`config.mk`:
```
export PLATFORM = sky130hd
export DESIGN_NAME = supervisor_reset_watchdog
export DESIGN_NICKNAME = d
export VERILOG_FILES = /design/src/core/supervisor_pkg.sv /design/src/core/pin_sync_if.sv /design/src/core/pin_sync.sv /design/src/core/supervisor_reset_watchdog.sv
export SDC_FILE = /design/constraint.sdc
export NUM_CORES = 1
export LEC_CHECK = 0
export BUFFER_PORTS_ARGS = -buffer_cell sky130_fd_sc_hd__buf_2
export CAP_MARGIN = 20
export CORE_MARGIN = 10
export CORE_UTILIZATION = 35
export CTS_CLUSTER_DIAMETER = 120
export DETAILED_ROUTE_END_ITERATION = 6
export PLACE_DENSITY_LB_ADDON = 0.2
export SYNTH_ARGS = -nofsm -noshare
export SYNTH_HDL_FRONTEND = slang
export SYNTH_SLANG_ARGS = --single-unit
```
`constraint.sdc`:
```
create_clock -name clk -period 2 [get_ports clk]
set_input_delay 0.2 -clock clk [delete_from_list [all_inputs] [get_ports clk]]
set_output_delay 0.2 -clock clk [all_outputs]
set_load 0.005 [all_outputs]
```
`src/core/supervisor_pkg.sv`:
```
package supervisor_pkg;

  // Time base and nominal durations
  localparam int unsigned CLK_PERIOD_NS   = 10;
  localparam int unsigned HOLD_TIMEOUT_MS = 215;
  localparam int unsigned WDOG_TIMEOUT_MS = 1500;
  localparam int unsigned NS_PER_MS       = 1000000;

  // Least times round up to whole cycles
  localparam longint unsigned HOLD_CYCLES =
    (longint'(HOLD_TIMEOUT_MS) * NS_PER_MS + CLK_PERIOD_NS - 1) / CLK_PERIOD_NS;
  localparam longint unsigned WDOG_CYCLES =
    (longint'(WDOG_TIMEOUT_MS) * NS_PER_MS + CLK_PERIOD_NS - 1) / CLK_PERIOD_NS;

  // Counter width for both timeouts
  localparam int unsigned CNT_W = 32;

  // Synchroniser depth for pin inputs
  localparam int unsigned SYNC_STAGES = 3;

  // Reset values of synchronised pins (inactive levels)
  localparam logic MANUAL_RST_VAL = 1'b1;
  localparam logic SUPPLY_RST_VAL = 1'b0;

  // Pin positions inside the synchroniser
  localparam int unsigned PIN_PRIMARY   = 0;
  localparam int unsigned PIN_SECONDARY = 1;
  localparam int unsigned PIN_ADJUST    = 2;
  localparam int unsigned PIN_MANUAL    = 3;
  localparam int unsigned PIN_KICK      = 4;
  localparam int unsigned PIN_DRIVEN    = 5;
  localparam int unsigned PIN_COUNT     = 6;

  // Reset values of kick pins and outputs (reset asserted)
  localparam logic KICK_RST_VAL         = 1'b0;
  localparam logic DRIVEN_RST_VAL       = 1'b0;
  localparam logic RESTART_LOW_RST_VAL  = 1'b0;
  localparam logic RESTART_HIGH_RST_VAL = 1'b1;
  localparam logic EXPIRED_RST_VAL      = 1'b0;

endpackage

```
`src/core/pin_sync_if.sv`:
```
`timescale 1ns/1ns
// Raw pin levels in, filtered levels out, between top and synchroniser
interface pin_sync_if #(parameter int unsigned N = 1);
  logic [N-1:0] raw;
  logic [N-1:0] clean;
  modport producer (output raw, input clean);
  modport filter   (input raw, output clean);
endinterface

```
`src/core/pin_sync.sv`:
```
`timescale 1ns/1ns
// Three-stage synchroniser per pin; a change counts once stages two and three agree
module pin_sync #(
  parameter int unsigned N         = 1,
  parameter logic [N-1:0] RST_VAL  = '0
) (
  input  wire logic       clk,
  input  wire logic       rst_n,
  pin_sync_if.filter      pins
);

  // Elaboration check: at least one pin
  if (N < 1) begin : g_bad_width
    $error("pin_sync needs at least one pin");
  end

  for (genvar i = 0; i < N; i++) begin : g_pin
    logic meta_q;
    logic s2_q;
    logic s3_q;
    logic clean_q;

    // First stage feeds only the second
    always_ff @(posedge clk) begin
      if (!rst_n) begin
        meta_q  <= RST_VAL[i];
        s2_q    <= RST_VAL[i];
        s3_q    <= RST_VAL[i];
        clean_q <= RST_VAL[i];
      end else begin
        meta_q <= pins.raw[i];
        s2_q   <= meta_q;
        s3_q   <= s2_q;
        if (s2_q == s3_q) begin
          clean_q <= s3_q;  // Agreement filters single-cycle glitches
        end
      end
    end

    assign pins.clean[i] = clean_q;
  end

endmodule

```
`src/core/supervisor_reset_watchdog.sv`:
```
`timescale 1ns/1ns
// Overview of operation
// RULE_01: Reset is asserted while the primary, secondary or adjustable sense reports low.
// RULE_02: Reset is asserted at once and held while the manual clear input is low.
// RULE_03: After manual clear returns high, reset holds for the full hold timeout.
// RULE_04: After supplies recover, reset holds for the hold timeout and ends only with no cause.
// RULE_05: The hold timeout is nominally 215 ms.
// RULE_06: A kick input without edges beyond the watchdog timeout expires it and resets.
// RULE_07: The watchdog timeout from last kick edge or clear is nominally 1.5 s.
// RULE_08: The watchdog counter clears while reset is asserted and on every kick edge.
// RULE_09: The active-high variant drives its output high during reset, same causes and timing.
// RULE_10: A floating or undriven kick input disables the watchdog.
// RULE_11: An unused manual clear input is left open or tied high so it never resets.
// RULE_12: Both timeouts are counted in cycles of the internal clock, set by parameters.
module supervisor_reset_watchdog #(
  parameter longint unsigned HOLD_CYCLES = supervisor_pkg::HOLD_CYCLES,
  parameter longint unsigned WDOG_CYCLES = supervisor_pkg::WDOG_CYCLES,
  parameter bit              ACTIVE_HIGH = 1'b0
) (
  input  wire logic clk,
  input  wire logic rst_n,
  input  wire logic primary_low,
  input  wire logic secondary_supply_sense,
  input  wire logic adjustable_sense_in,
  input  wire logic manual_clear_in_low,
  input  wire logic watchdog_kick_in,
  input  wire logic watchdog_kick_driven,
  output logic      sys_restart_out_low,
  output logic      sys_restart_out,
  output logic      watchdog_expired
);

  localparam int unsigned W = supervisor_pkg::CNT_W;

  // Elaboration checks: a timeout must fit the counter width
  if (HOLD_CYCLES < 1 || HOLD_CYCLES >= (64'h1 << W)) begin : g_bad_hold
    $error("HOLD_CYCLES out of range");
  end
  if (WDOG_CYCLES < 1 || WDOG_CYCLES >= (64'h1 << W)) begin : g_bad_wdog
    $error("WDOG_CYCLES out of range");
  end

  localparam logic [W-1:0] HOLD_LAST = W'(HOLD_CYCLES - 1);
  localparam logic [W-1:0] WDOG_LAST = W'(WDOG_CYCLES - 1);

  // Gray codes along held, holdoff, run
  typedef enum logic [1:0] {
    ST_HELD    = 2'b00,
    ST_HOLDOFF = 2'b01,
    ST_RUN     = 2'b11
  } rst_state_e;

  localparam int unsigned PINS = supervisor_pkg::PIN_COUNT;

  // Reset levels are the inactive ones, so no cause shows during reset
  // Concatenations list the highest pin position first
  localparam logic [PINS-1:0] PIN_RST = {supervisor_pkg::DRIVEN_RST_VAL,
                                         supervisor_pkg::KICK_RST_VAL,
                                         supervisor_pkg::MANUAL_RST_VAL,
                                         supervisor_pkg::SUPPLY_RST_VAL,
                                         supervisor_pkg::SUPPLY_RST_VAL,
                                         supervisor_pkg::SUPPLY_RST_VAL};

  pin_sync_if #(.N(PINS)) pins ();

  // Every pin is asynchronous to clk, so all pass the synchroniser
  assign pins.raw = {watchdog_kick_driven,
                     watchdog_kick_in,
                     manual_clear_in_low,
                     adjustable_sense_in,
                     secondary_supply_sense,
                     primary_low};

  pin_sync #(
    .N       (PINS),
    .RST_VAL (PIN_RST)
  ) u_sync (
    .clk   (clk),
    .rst_n (rst_n),
    .pins  (pins.filter)
  );

  logic supplyLow;
  logic manualLow;
  logic kickLevel;
  logic kickDriven;
  logic causeActive;

  // Any live cause forces reset immediately
  assign supplyLow   = pins.clean[supervisor_pkg::PIN_PRIMARY]
                     | pins.clean[supervisor_pkg::PIN_SECONDARY]
                     | pins.clean[supervisor_pkg::PIN_ADJUST];  // RULE_01
  assign manualLow   = ~pins.clean[supervisor_pkg::PIN_MANUAL];  // RULE_02 RULE_11
  assign kickLevel   = pins.clean[supervisor_pkg::PIN_KICK];
  assign kickDriven  = pins.clean[supervisor_pkg::PIN_DRIVEN];

  // Sequencer state, counters and watchdog decode
  rst_state_e    state_q;
  rst_state_e    state_d;
  logic [W-1:0]  holdCnt_q;
  logic [W-1:0]  wdogCnt_q;
  logic          kickPrev_q;
  logic          expire;
  logic          kickEdge;
  logic          inReset;
  logic          holdDone;
  logic          wdogDone;
  logic          restartNext;

  // Expiry is a cause as well; inReset also gates the watchdog
  assign causeActive = supplyLow | manualLow | expire;
  assign inReset     = (state_q != ST_RUN);
  assign kickEdge    = kickLevel ^ kickPrev_q;

  // Terminal counts, one word-wide compare each
  assign holdDone    = (holdCnt_q == HOLD_LAST);
  assign wdogDone    = (wdogCnt_q == WDOG_LAST);

  // Both output polarities follow the next state, so they never disagree
  assign restartNext = (state_d != ST_RUN);

  // Next state of the reset sequencer
  always_comb begin
    state_d = state_q;
    case (state_q)
      ST_HELD: begin
        if (!causeActive) begin
          state_d = ST_HOLDOFF;  // RULE_03 RULE_04
        end
      end
      ST_HOLDOFF: begin
        if (causeActive) begin
          state_d = ST_HELD;  // A returning cause restarts the whole hold
        end else if (holdDone) begin
          state_d = ST_RUN;  // RULE_04
        end
      end
      ST_RUN: begin
        if (causeActive) begin
          state_d = ST_HELD;  // RULE_01 RULE_02 RULE_06
        end
      end
      default: state_d = ST_HELD;
    endcase
  end

  // Power-on counts as a cause: reset then holds for the timeout
  always_ff @(posedge clk) begin
    if (!rst_n) begin
      state_q <= ST_HELD;
    end else begin
      state_q <= state_d;
    end
  end

  // Hold counter runs only while cause-free in holdoff
  always_ff @(posedge clk) begin
    if (!rst_n) begin
      holdCnt_q <= '0;
    end else if (state_q == ST_HOLDOFF && !causeActive) begin
      holdCnt_q <= holdCnt_q + W'(1);  // RULE_05 RULE_12
    end else begin
      holdCnt_q <= '0;
    end
  end

  // Edge detector reads the filtered level, never a raw stage
  always_ff @(posedge clk) begin
    if (!rst_n) begin
      kickPrev_q <= supervisor_pkg::KICK_RST_VAL;  // Same as pin reset: no false edge
    end else begin
      kickPrev_q <= kickLevel;
    end
  end

  // Watchdog count; expiry is a one-cycle cause that starts a full hold
  always_ff @(posedge clk) begin
    if (!rst_n) begin
      wdogCnt_q <= '0;
    end else if (inReset || kickEdge || !kickDriven) begin
      wdogCnt_q <= '0;  // RULE_08 RULE_10
    end else if (!wdogDone) begin
      wdogCnt_q <= wdogCnt_q + W'(1);  // RULE_07 RULE_12
    end else begin
      wdogCnt_q <= '0;
    end
  end

  assign expire = !inReset && kickDriven && !kickEdge && wdogDone;  // RULE_06

  // Active-low reset output, asserted from the first reset edge
  always_ff @(posedge clk) begin
    if (!rst_n) begin
      sys_restart_out_low <= supervisor_pkg::RESTART_LOW_RST_VAL;
    end else begin
      sys_restart_out_low <= ~restartNext;  // RULE_01 RULE_02
    end
  end

  // Active-high variant; same causes and timing, opposite level
  always_ff @(posedge clk) begin
    if (!rst_n) begin
      sys_restart_out <= supervisor_pkg::RESTART_HIGH_RST_VAL;
    end else begin
      sys_restart_out <= restartNext;  // RULE_09
    end
  end

  // Expiry flag is registered so it lines up with the reset edge
  always_ff @(posedge clk) begin
    if (!rst_n) begin
      watchdog_expired <= supervisor_pkg::EXPIRED_RST_VAL;
    end else begin
      watchdog_expired <= expire;  // RULE_06
    end
  end

  // ACTIVE_HIGH only documents the variant; both pins are provided
  // A board uses the pin of its variant and leaves the other open
  logic unusedVariant;
  assign unusedVariant = ACTIVE_HIGH;

endmodule

```
# Word-level counts from Yosys, hierarchy flattened
# Cells that the tools add are included.
# W data, S select, Z words.
# totals
ff_bits	94
input_bits	8
output_inout_bits	3
# op_classes
add_sub_neg	2
eq_ne	12
muxes	5
n_bitwise	8
n_reduce_logical	13
# ops
op	n
$add A32 B1 Y32 const B	2
$eq A32 B25 Y1 const B	1
$eq A32 B28 Y1 const B	1
$mux W2	4
$eq A1 B1 Y1	6
$pmux W2 S3	1
$logic_and A1 B1 Y1	4
$logic_not A1 Y1	4
$ne A2 B2 Y1 const B	2
$or A1 B1 Y1	4
$not A1 Y1	3
$reduce_or A3 Y1	1
$eq A2 B1 Y1 const B	1
$eq A2 B2 Y1 const B	1
$logic_not A2 Y1	1
$logic_or A1 B1 Y1	2
$reduce_and A2 Y1	1
$xor A1 B1 Y1	1

# Depth between registers and ports, before layout
# Gate-level depths: netlist (run 1).
# depth
word_depth	10
depth_mapped	9

# By module
# A second synthesis (run 1) with hierarchy kept.
# unflattened
hier_cells	461
area_unflattened_um2	4125.2
# by_module_without_submodules
module	instances	cells_per_inst	area_each_um2	seq_area_each_um2
supervisor_reset_watchdog	1	393	3357.0	1401.3
pin_sync	1	68	768.2	480.5

# Worst setup path before layout (run 1)
# Ideal clock, no wire load.
# synth_timing
kind	flip-flop to flip-flop
from	register wdogCnt_q[0]
to	register wdogCnt_q[2]
setup_ps	117
t_arrival_ps	1738
t_required_ps	1883
setup_slack_ps	145
path_stages_with_launch	10
n_path_buf	3
synth_period_minus_slack_ps	1855
path_cell_list	dfxtp_1 ha_1 and4_1 clkbuf_1 nand4_1 nor4_1 or2_2 clkbuf_1 buf_2 nor2_1
# synth_between
elab_chain_cells	2
elab_cells_between_ends	3
cone_classes	add/sub (1); eq/ne (1); reduce/logical (1)
# synth_lines
item	line_no	rtl
from (decl)	supervisor_reset_watchdog.sv:101	logic [W-1:0] wdogCnt_q;
from (signal assigned)	supervisor_reset_watchdog.sv:183	wdogCnt_q <= wdogCnt_q + W'(1);
branches (longest 2 deep; another with $add A32 B1 Y32)	-	
# Parallel ways; which one is timed is not known.
# A chain may end at the register's enable or synchronous reset.

# Worst setup path after layout (run 1)
# layout_timing
from	register wdogCnt_q[20]
to	register wdogCnt_q[31]
# The elaborated chain is that of the path after synthesis.

==> out/qor.csv, run 1 <==
stage,metric,value,unit
drt,drt first-iter violations,84,
synth,Netlist cell types,33,
die,die width,124,µm
worst_setup_path,internal reg-to-reg setup slack,180,ps
cells_and_area,FF/Latch Area,0.00188,mm²
sta,fin crit share,0.908,
sta,"Slew Viols, Final",0,
worst_setup_path,reg2reg end,wdogCnt_q[31],
cells_and_area,share of layout cells above drive strength 1,0.101,
cts,Clock Path Buffers,2,
cells_and_area,fillers,1128,
placement,HPWL Detailed,4820,µm
placement,gpl congestion,0.761,
sta,final hold vios,0,
sta,RSZ-0062 raised after global routing,no,
hold_path,Hold Crit Start,primary_low,
worst_setup_path,critical-path cell list,and4_1 > nand4_1 > or2_0 > or4_1 > a21oi_1,
synth,main flop type after synthesis,dfxtp_1,
sta,setup slack after layout,184,ps
worst_setup_path,CP max stage cell,or4_1,
worst_setup_path,Top delay family on crit path,simple AND/OR/NAND/NOR gates,
cts,CTS tree,yes,
sta,Setup Viol. Count Final,0,
sta,TNS Setup,0,ps
worst_setup_path,Worst Path Buf+Inv,0,
cts,Clock Root Buffer,clkbuf_8,
worst_setup_path,Setup crit end kind,flip-flop,
cells_and_area,Layout Nets,459,
sta,skew final,12.5,ps
die,Starting Density,0.355,
synth,sequential area share after synthesis,0.493,
drt,1st-pass router iterations,4,
cells_and_area,fin util,0.402,
cells_and_area,area of the multi-input gates,0.00186,mm²
power,Peak VDD IR,0.417,mV
power,Pwr Total,3.20,mW
hold_path,class of the tightest hold or removal check,input port to flip-flop,
drt,WL/cell,11.6,µm
worst_setup_path,critical path class,flip-flop to flip-flop,
worst_setup_path,reg2reg path depth,5,
sta,Slew HR,0.655,
synth,post-synth top area share,0.493,
synth,Syn Nets,437,
die,Die H,124,µm
power,leak pwr,1.42,nW
worst_setup_path,CP peak stage delay,500,ps
sta,maximum clock frequency,0.551,GHz
worst_setup_path,CP Max Fanout,5,
hold_path,WHS Endpoint,u_sync.g_pin[0].meta_q,
drt,total wire length,6920,µm
synth,Synth Register Bits,94,
drt,via/cell ratio,4.76,
global_routing,first-pass GRT wire length,11900,µm
die,die footprint,0.0155,mm²
worst_setup_path,WP data required,2290,ps
drt,via count of the routed design,2828,
cells_and_area,Area Growth Syn to Fin,13.3,%
cts,worst-skew pair later-pin latency,370,ps
synth,Syn Area/Cell,8.94,µm²
die,core area,0.0107,mm²
synth,largest cells by area after synthesis,"dfxtp_1, nor2_1, xor2_1",
global_routing,Overall Global Routing Usage,0.0903,
cts,CTS H-tree depth,3,
synth,post-synth top area cell,dfxtp_1,
placement,Placement Setup Slack,188,ps
global_routing,GRT overflow,0,
flow_run,# Max-Cap Violations,0,
run_status,outcome,"finished, final reports clean",
worst_setup_path,R2R Path Start,wdogCnt_q[20],
cts,clk slew on worst S/H paths,90,ps
die,FP Rows,38,
synth,synth warn,0,
synth,Mapped Cells,427,
drt,DRC,0,
power,PD cells,741,mW/mm²
global_routing,largest net degree at the start of global routing,33,
die,I/O pin count,11,
global_routing,initial antenna violation count,0,
cts,CTS buffer count,9,
cts,clock sinks,94,
sta,worst slew pin tran,512,ps
placement,dpl cells,577,
worst_setup_path,crit path DAT,2110,ps
cells_and_area,Antenna Cells,0,
drt,Final ANT Viol Nets,0,
sta,crit path time final,1820,ps
synth,Syn Std Cell Area,0.00382,mm²
synth,"Async S/R FF share, synth",0,
global_routing,vias in the first global route,2610,
hold_path,Worst Hold Path Cells,2,
synth,Post-synth EDFFs,0,
worst_setup_path,startpoint types,flip-flop,
placement,IO buf count,10,
cells_and_area,final cell count without fillers,594,
-- how the worst max path moves through the flow --
stage | start | to | cells past startpoint
final | wdogCnt_q[20] | wdogCnt_q[31] | 5
after detailed placement | wdogCnt_q[0] | wdogCnt_q[24] | 6
after CTS | wdogCnt_q[0] | wdogCnt_q[24] | 6
after global routing | wdogCnt_q[0] | wdogCnt_q[26] | 6
after floorplan | wdogCnt_q[0] | wdogCnt_q[2] | 9
after global placement | wdogCnt_q[20] | wdogCnt_q[31] | 5
-- report_power, final --
part / internal (mW) / switching [mW]
Sequential: 1.89 / 0.00765
Combinational: 0.0204 / 0.0242
Clock: 0.587 / 0.674
-- final cells by class --
class | instances | share of cell area
clock inverters | 6 | 0.0159
clock buffers | 10 | 0.0295
inverters | 7 | 0.00608
repair buffers | 26 | 0.0428
flip-flops and latches | 94 | 0.435
multi-input cells | 311 | 0.430
well taps | 140 | 0.0405
-- state kept, by name, indices dropped and copies added (netlist names) --
register              count
u_sync.g_pin.s3_q         6
sys_restart_out_low       1
kickPrev_q                1
u_sync.g_pin.s2_q         6
sys_restart_out           1
u_sync.g_pin.clean_q      6
watchdog_expired          1
state_q                   2
wdogCnt_q                32
u_sync.g_pin.meta_q       6
holdCnt_q                32
-- metal layers --
metal / track usage / vias to the layer above / routed length [µm]
met5: 0 / - / 0
met4: 0.0425 / 0 / 121
met3: 0.0281 / 13 / 198
met2: 0.133 / 29 / 2960
met1: 0.117 / 1297 / 3640
li1: - / 1489 / -
-- kinds of logic (layout without fill, tap and decap cells) --
group	Yosys count	after routing	synth area share
AO/OA/AOI/OAI	15	15	0.0236
XOR/XNOR	60	60	0.138
adder cells (fa/ha/maj)	2	2	0.00656
buffers and inverters	22	49	0.0230
flip-flops	94	94	0.493
AND/OR/NAND/NOR	234	234	0.316
-- per-stage QoR --
step / hold slack (ps) / cell area (µm²)
after floorplan: 273 / 3820
after detailed placement: 388 / 4110
after CTS: 18.6 / 4310
after global placement: 387 / 4110
after global routing: 18.5 / 4320
final: 37.9 / 4320
-- worst reg2reg max path, delay by kind of cell, from the launching register on --
family	cells	cell delay, ps
AOI/OAI and AO/OA	1	150
DFF	1	430
and+or+nand+nor	4	1170
-- synth_stat cells, drive strengths merged (2+ instances only) --
master,instances
a21boi,5
nand3,24
nor3,11
xor2,33
a21oi,2
dfxtp,94
o21ai,7
or2,2
nand4,25
clkbuf,11
or3,2
xnor2,27
inv,7
nand2b,3
nor2,84
nor4,12
nand2,26
ha,2
buf,4
and4,9
and3,8
and2,19
nor4b,4
-- cells in the final DEF (no fill, tap or decap), drive strengths merged, types with 2 or more instances in the layout --
master / Yosys / final
and4: 9 / 9
dfxtp: 94 / 94
clkinv: 0 / 2
nor2: 84 / 84
inv: 7 / 9
nor4: 12 / 12
a21boi: 5 / 5
and2: 19 / 19
nand4: 25 / 25
xor2: 33 / 33
or3: 2 / 2
a21oi: 2 / 2
nand2b: 3 / 3
clkbuf: 11 / 10
buf: 4 / 25
nor4b: 4 / 4
nand3: 24 / 24
o21ai: 7 / 7
and3: 8 / 8
or2: 2 / 2
xnor2: 27 / 27
nand2: 26 / 26
nor3: 11 / 11
ha: 2 / 2
-- what timing repair did --
| action | 4_1_cts | 5_1_grt |
|---|---|---|
| endpoints found under the setup margin | 0 | 32 |
| resized for setup | 0 | 2 |
| hold buffers | 1 | 0 |
| endpoints found under the hold margin | 1 | 0 |
| setup buffers | 0 | 0 |
Power figures use the tool's default switching activity.
==> inputs of run 2 (changes only) <==
Settings changed: CORE_MARGIN 10 to unset.
==> run 2 against run 1 <==
  * Final cell count is 0.34% lower
  * Core utilization is 1.1 points higher
  * Maximum frequency is 0.48% lower
  * Non-clock buffer count is 2 higher
  * Via count is 0.99% higher
  * Design area hardly changed
  * Global-route usage is 4.6 points higher
  * Combinational power is 2% higher
  * First-iteration DRC count is 9.5% lower
  * Power hardly changed
  * Critical path type unchanged
==> out/qor.csv, run 2 (synthesis results as in run 1) <==
stage,metric,value,unit,change
run_status,outcome,"finished, final reports clean",,
power,P_int,2.50,mW,unchanged
cells_and_area,Antenna Cells,0,,unchanged
power,Pwr Total,3.20,mW,about the same
drt,via count of the routed design,2856,,+0.99%
worst_setup_path,CP Max Fanout,4,,-1
sta,"Slew Viols, Final",0,,unchanged
cts,Clock Root Buffer,clkbuf_8,,
cells_and_area,fillers,1086,,-3.7%
global_routing,first-pass GRT wire length,12200,µm,+2.3%
worst_setup_path,Setup crit end kind,flip-flop,,
worst_setup_path,WP data required,2300,ps,about the same
sta,skew final,12.6,ps,+0.142 ps
worst_setup_path,reg2reg path depth,5,,unchanged
sta,TNS Setup,0,ps,unchanged
hold_path,Worst Hold Path Cells,2,,unchanged
drt,total wire length,6880,µm,-0.56%
sta,Setup Viol. Count Final,0,,unchanged
cts,Clock Path Buffers,2,,unchanged
global_routing,Overall Global Routing Usage,0.136,,+0.0458
die,FP Rows,37,,-2.6%
die,die width,106,µm,-14%
hold_path,class of the tightest hold or removal check,input port to flip-flop,,
worst_setup_path,crit path launch,wdogCnt_q[21],,
cells_and_area,Layout Nets,461,,+0.44%
placement,HPWL Detailed,4700,µm,-2.5%
worst_setup_path,reg2reg end,wdogCnt_q[31],,
placement,IO buf count,10,,unchanged
drt,Final ANT Viol Nets,0,,unchanged
die,Die H,106,µm,-14%
die,core area,0.0105,mm²,-2.6%
sta,crit path time final,1820,ps,+8.70 ps
global_routing,GRT overflow,0,,unchanged
global_routing,initial antenna violation count,0,,unchanged
power,clock power share,0.394,,about the same
cts,CTS buffer count,9,,unchanged
sta,maximum clock frequency,0.548,GHz,-0.48%
power,Combinational Power Share,0.014,,about the same
sta,fin crit share,0.912,,+0.00435
cells_and_area,most frequent cells in the layout,"dfxtp_1, nor2_1, xor2_1",,
sta,RSZ-0062 raised after global routing,no,,
worst_setup_path,startpoint types,flip-flop,,
placement,Placement Setup Slack,201,ps,+13.7 ps
die,Starting Density,0.365,,+0.00960
die,die footprint,0.0113,mm²,-27%
die,I/O pin count,11,,unchanged
power,Sw Share,0.221,,about the same
cells_and_area,"commonest non-fill, non-tap cell in the layout",dfxtp_1,,
power,PD cells,740,mW/mm²,about the same
power,Peak VDD IR,0.481,mV,+15%
drt,WL/cell,11.6,µm,-0.23%
cells_and_area,Final Cell Area,0.00433,mm²,about the same
cells_and_area,largest registers,"holdCnt_q: 32 flops, wdogCnt_q: 32 flops",,
cts,CTS H-tree depth,3,,unchanged
cts,worst-skew pair later-pin latency,360,ps,about the same
sta,worst slew pin tran,460,ps,-52.4 ps
cells_and_area,Area Growth Syn to Fin,13.4,%,about the same
placement,placed cell areas,0.00412,mm²,+0.24%
flow_run,# Max-Cap Violations,0,,unchanged
sta,setup slack after layout,176,ps,-8.70 ps
global_routing,largest net degree at the start of global routing,33,,unchanged
power,Seq pwr share,0.592,,about the same
worst_setup_path,critical path class,flip-flop to flip-flop,,
global_routing,vias in the first global route,2649,,+1.5%
worst_setup_path,crit path DAT,2120,ps,about the same
placement,gpl congestion,0.736,,-3.3%
cells_and_area,share of layout cells above drive strength 1,0.103,,+0.00175
worst_setup_path,Worst Setup EP,wdogCnt_q[31],,
cts,clk slew on worst S/H paths,90,ps,about the same
worst_setup_path,R2R Path Start,wdogCnt_q[21],,
cts,CTS tree,yes,,
worst_setup_path,internal reg-to-reg setup slack,180,ps,about the same
sta,final hold vios,0,,unchanged
cts,clock sinks,94,,unchanged
drt,via/cell ratio,4.82,,+1.3%
drt,DRC,0,,unchanged
power,Psw,0.707,mW,+0.12%
drt,drt first-iter violations,76,,-9.5%
drt,1st-pass router iterations,5,,+1
power,leak pwr,1.43,nW,+0.77%
cells_and_area,fin util,0.414,,+0.0112
sta,Slew HR,0.690,,+0.0352
## run 2: worst max-delay path, stage by stage (launching register included)
cell	delay, ps
dfxtp_1	390
and4_1	310
nand4_1	150
or2_0	250
or4_1	510
a21oi_1	150
## run 2: power by group through the flow
stage	clock, mW	sequential (mW)	combinational (mW)
2_1_floorplan	0	1.94	0.0291
3_3_place_gp	0	1.94	0.0445
3_5_place_dp	0	1.94	0.0454
4_1_cts	1.32	1.90	0.0456
5_1_grt	1.40	1.90	0.0520
6_report	1.26	1.90	0.0455
## run 2: how the worst min path moves through the flow
stage                        start                      to  slack [ps]
3_5_place_dp   manual_clear_in_low  u_sync.g_pin[3].meta_q         390
5_1_grt                primary_low  u_sync.g_pin[0].meta_q           9
2_1_floorplan                rst_n  u_sync.g_pin[3].meta_q         270
4_1_cts        manual_clear_in_low  u_sync.g_pin[3].meta_q         0.4
6_report               primary_low  u_sync.g_pin[0].meta_q          30
3_3_place_gp   manual_clear_in_low  u_sync.g_pin[3].meta_q         390
## run 2: metal layers
metal  wire [µm]  track usage  part of all wire
met1        3470        0.181              0.50
met2        3050        0.206              0.44
met3         191       0.0221             0.028
met4         163       0.0822             0.024
met5           0            0                 0
## run 2: through the flow
| step | instances | hold slack (ps) |
|---|---|---|
| 2_1_floorplan | 427 | 273 |
| 3_3_place_gp | 575 | 388 |
| 3_5_place_dp | 575 | 388 |
| 4_1_cts | 591 | 0.355 |
| 5_1_grt | 592 | 9.12 |
| 6_report | 592 | 30.1 |
## run 2: cell type report
type / instances / area [µm²] / share of cell area
multi-input cells: 311 / 1850 / 0.428
clock inverters: 6 / 68.8 / 0.0159
well taps: 136 / 170 / 0.0393
repair buffers: 28 / 200 / 0.0463
flip-flops and latches: 94 / 1880 / 0.435
clock buffers: 10 / 128 / 0.0295
inverters: 7 / 26.3 / 0.00607
## run 2: what timing repair did
| item | in CTS | in global routing |
|---|---|---|
| setup buffers | 0 | 0 |
| gates resized for setup | 0 | 1 |
| hold buffers | 0 | 1 |
| endpoints found under the setup margin | 0 | 1 |
| hold endpoints to repair | 0 | 1 |
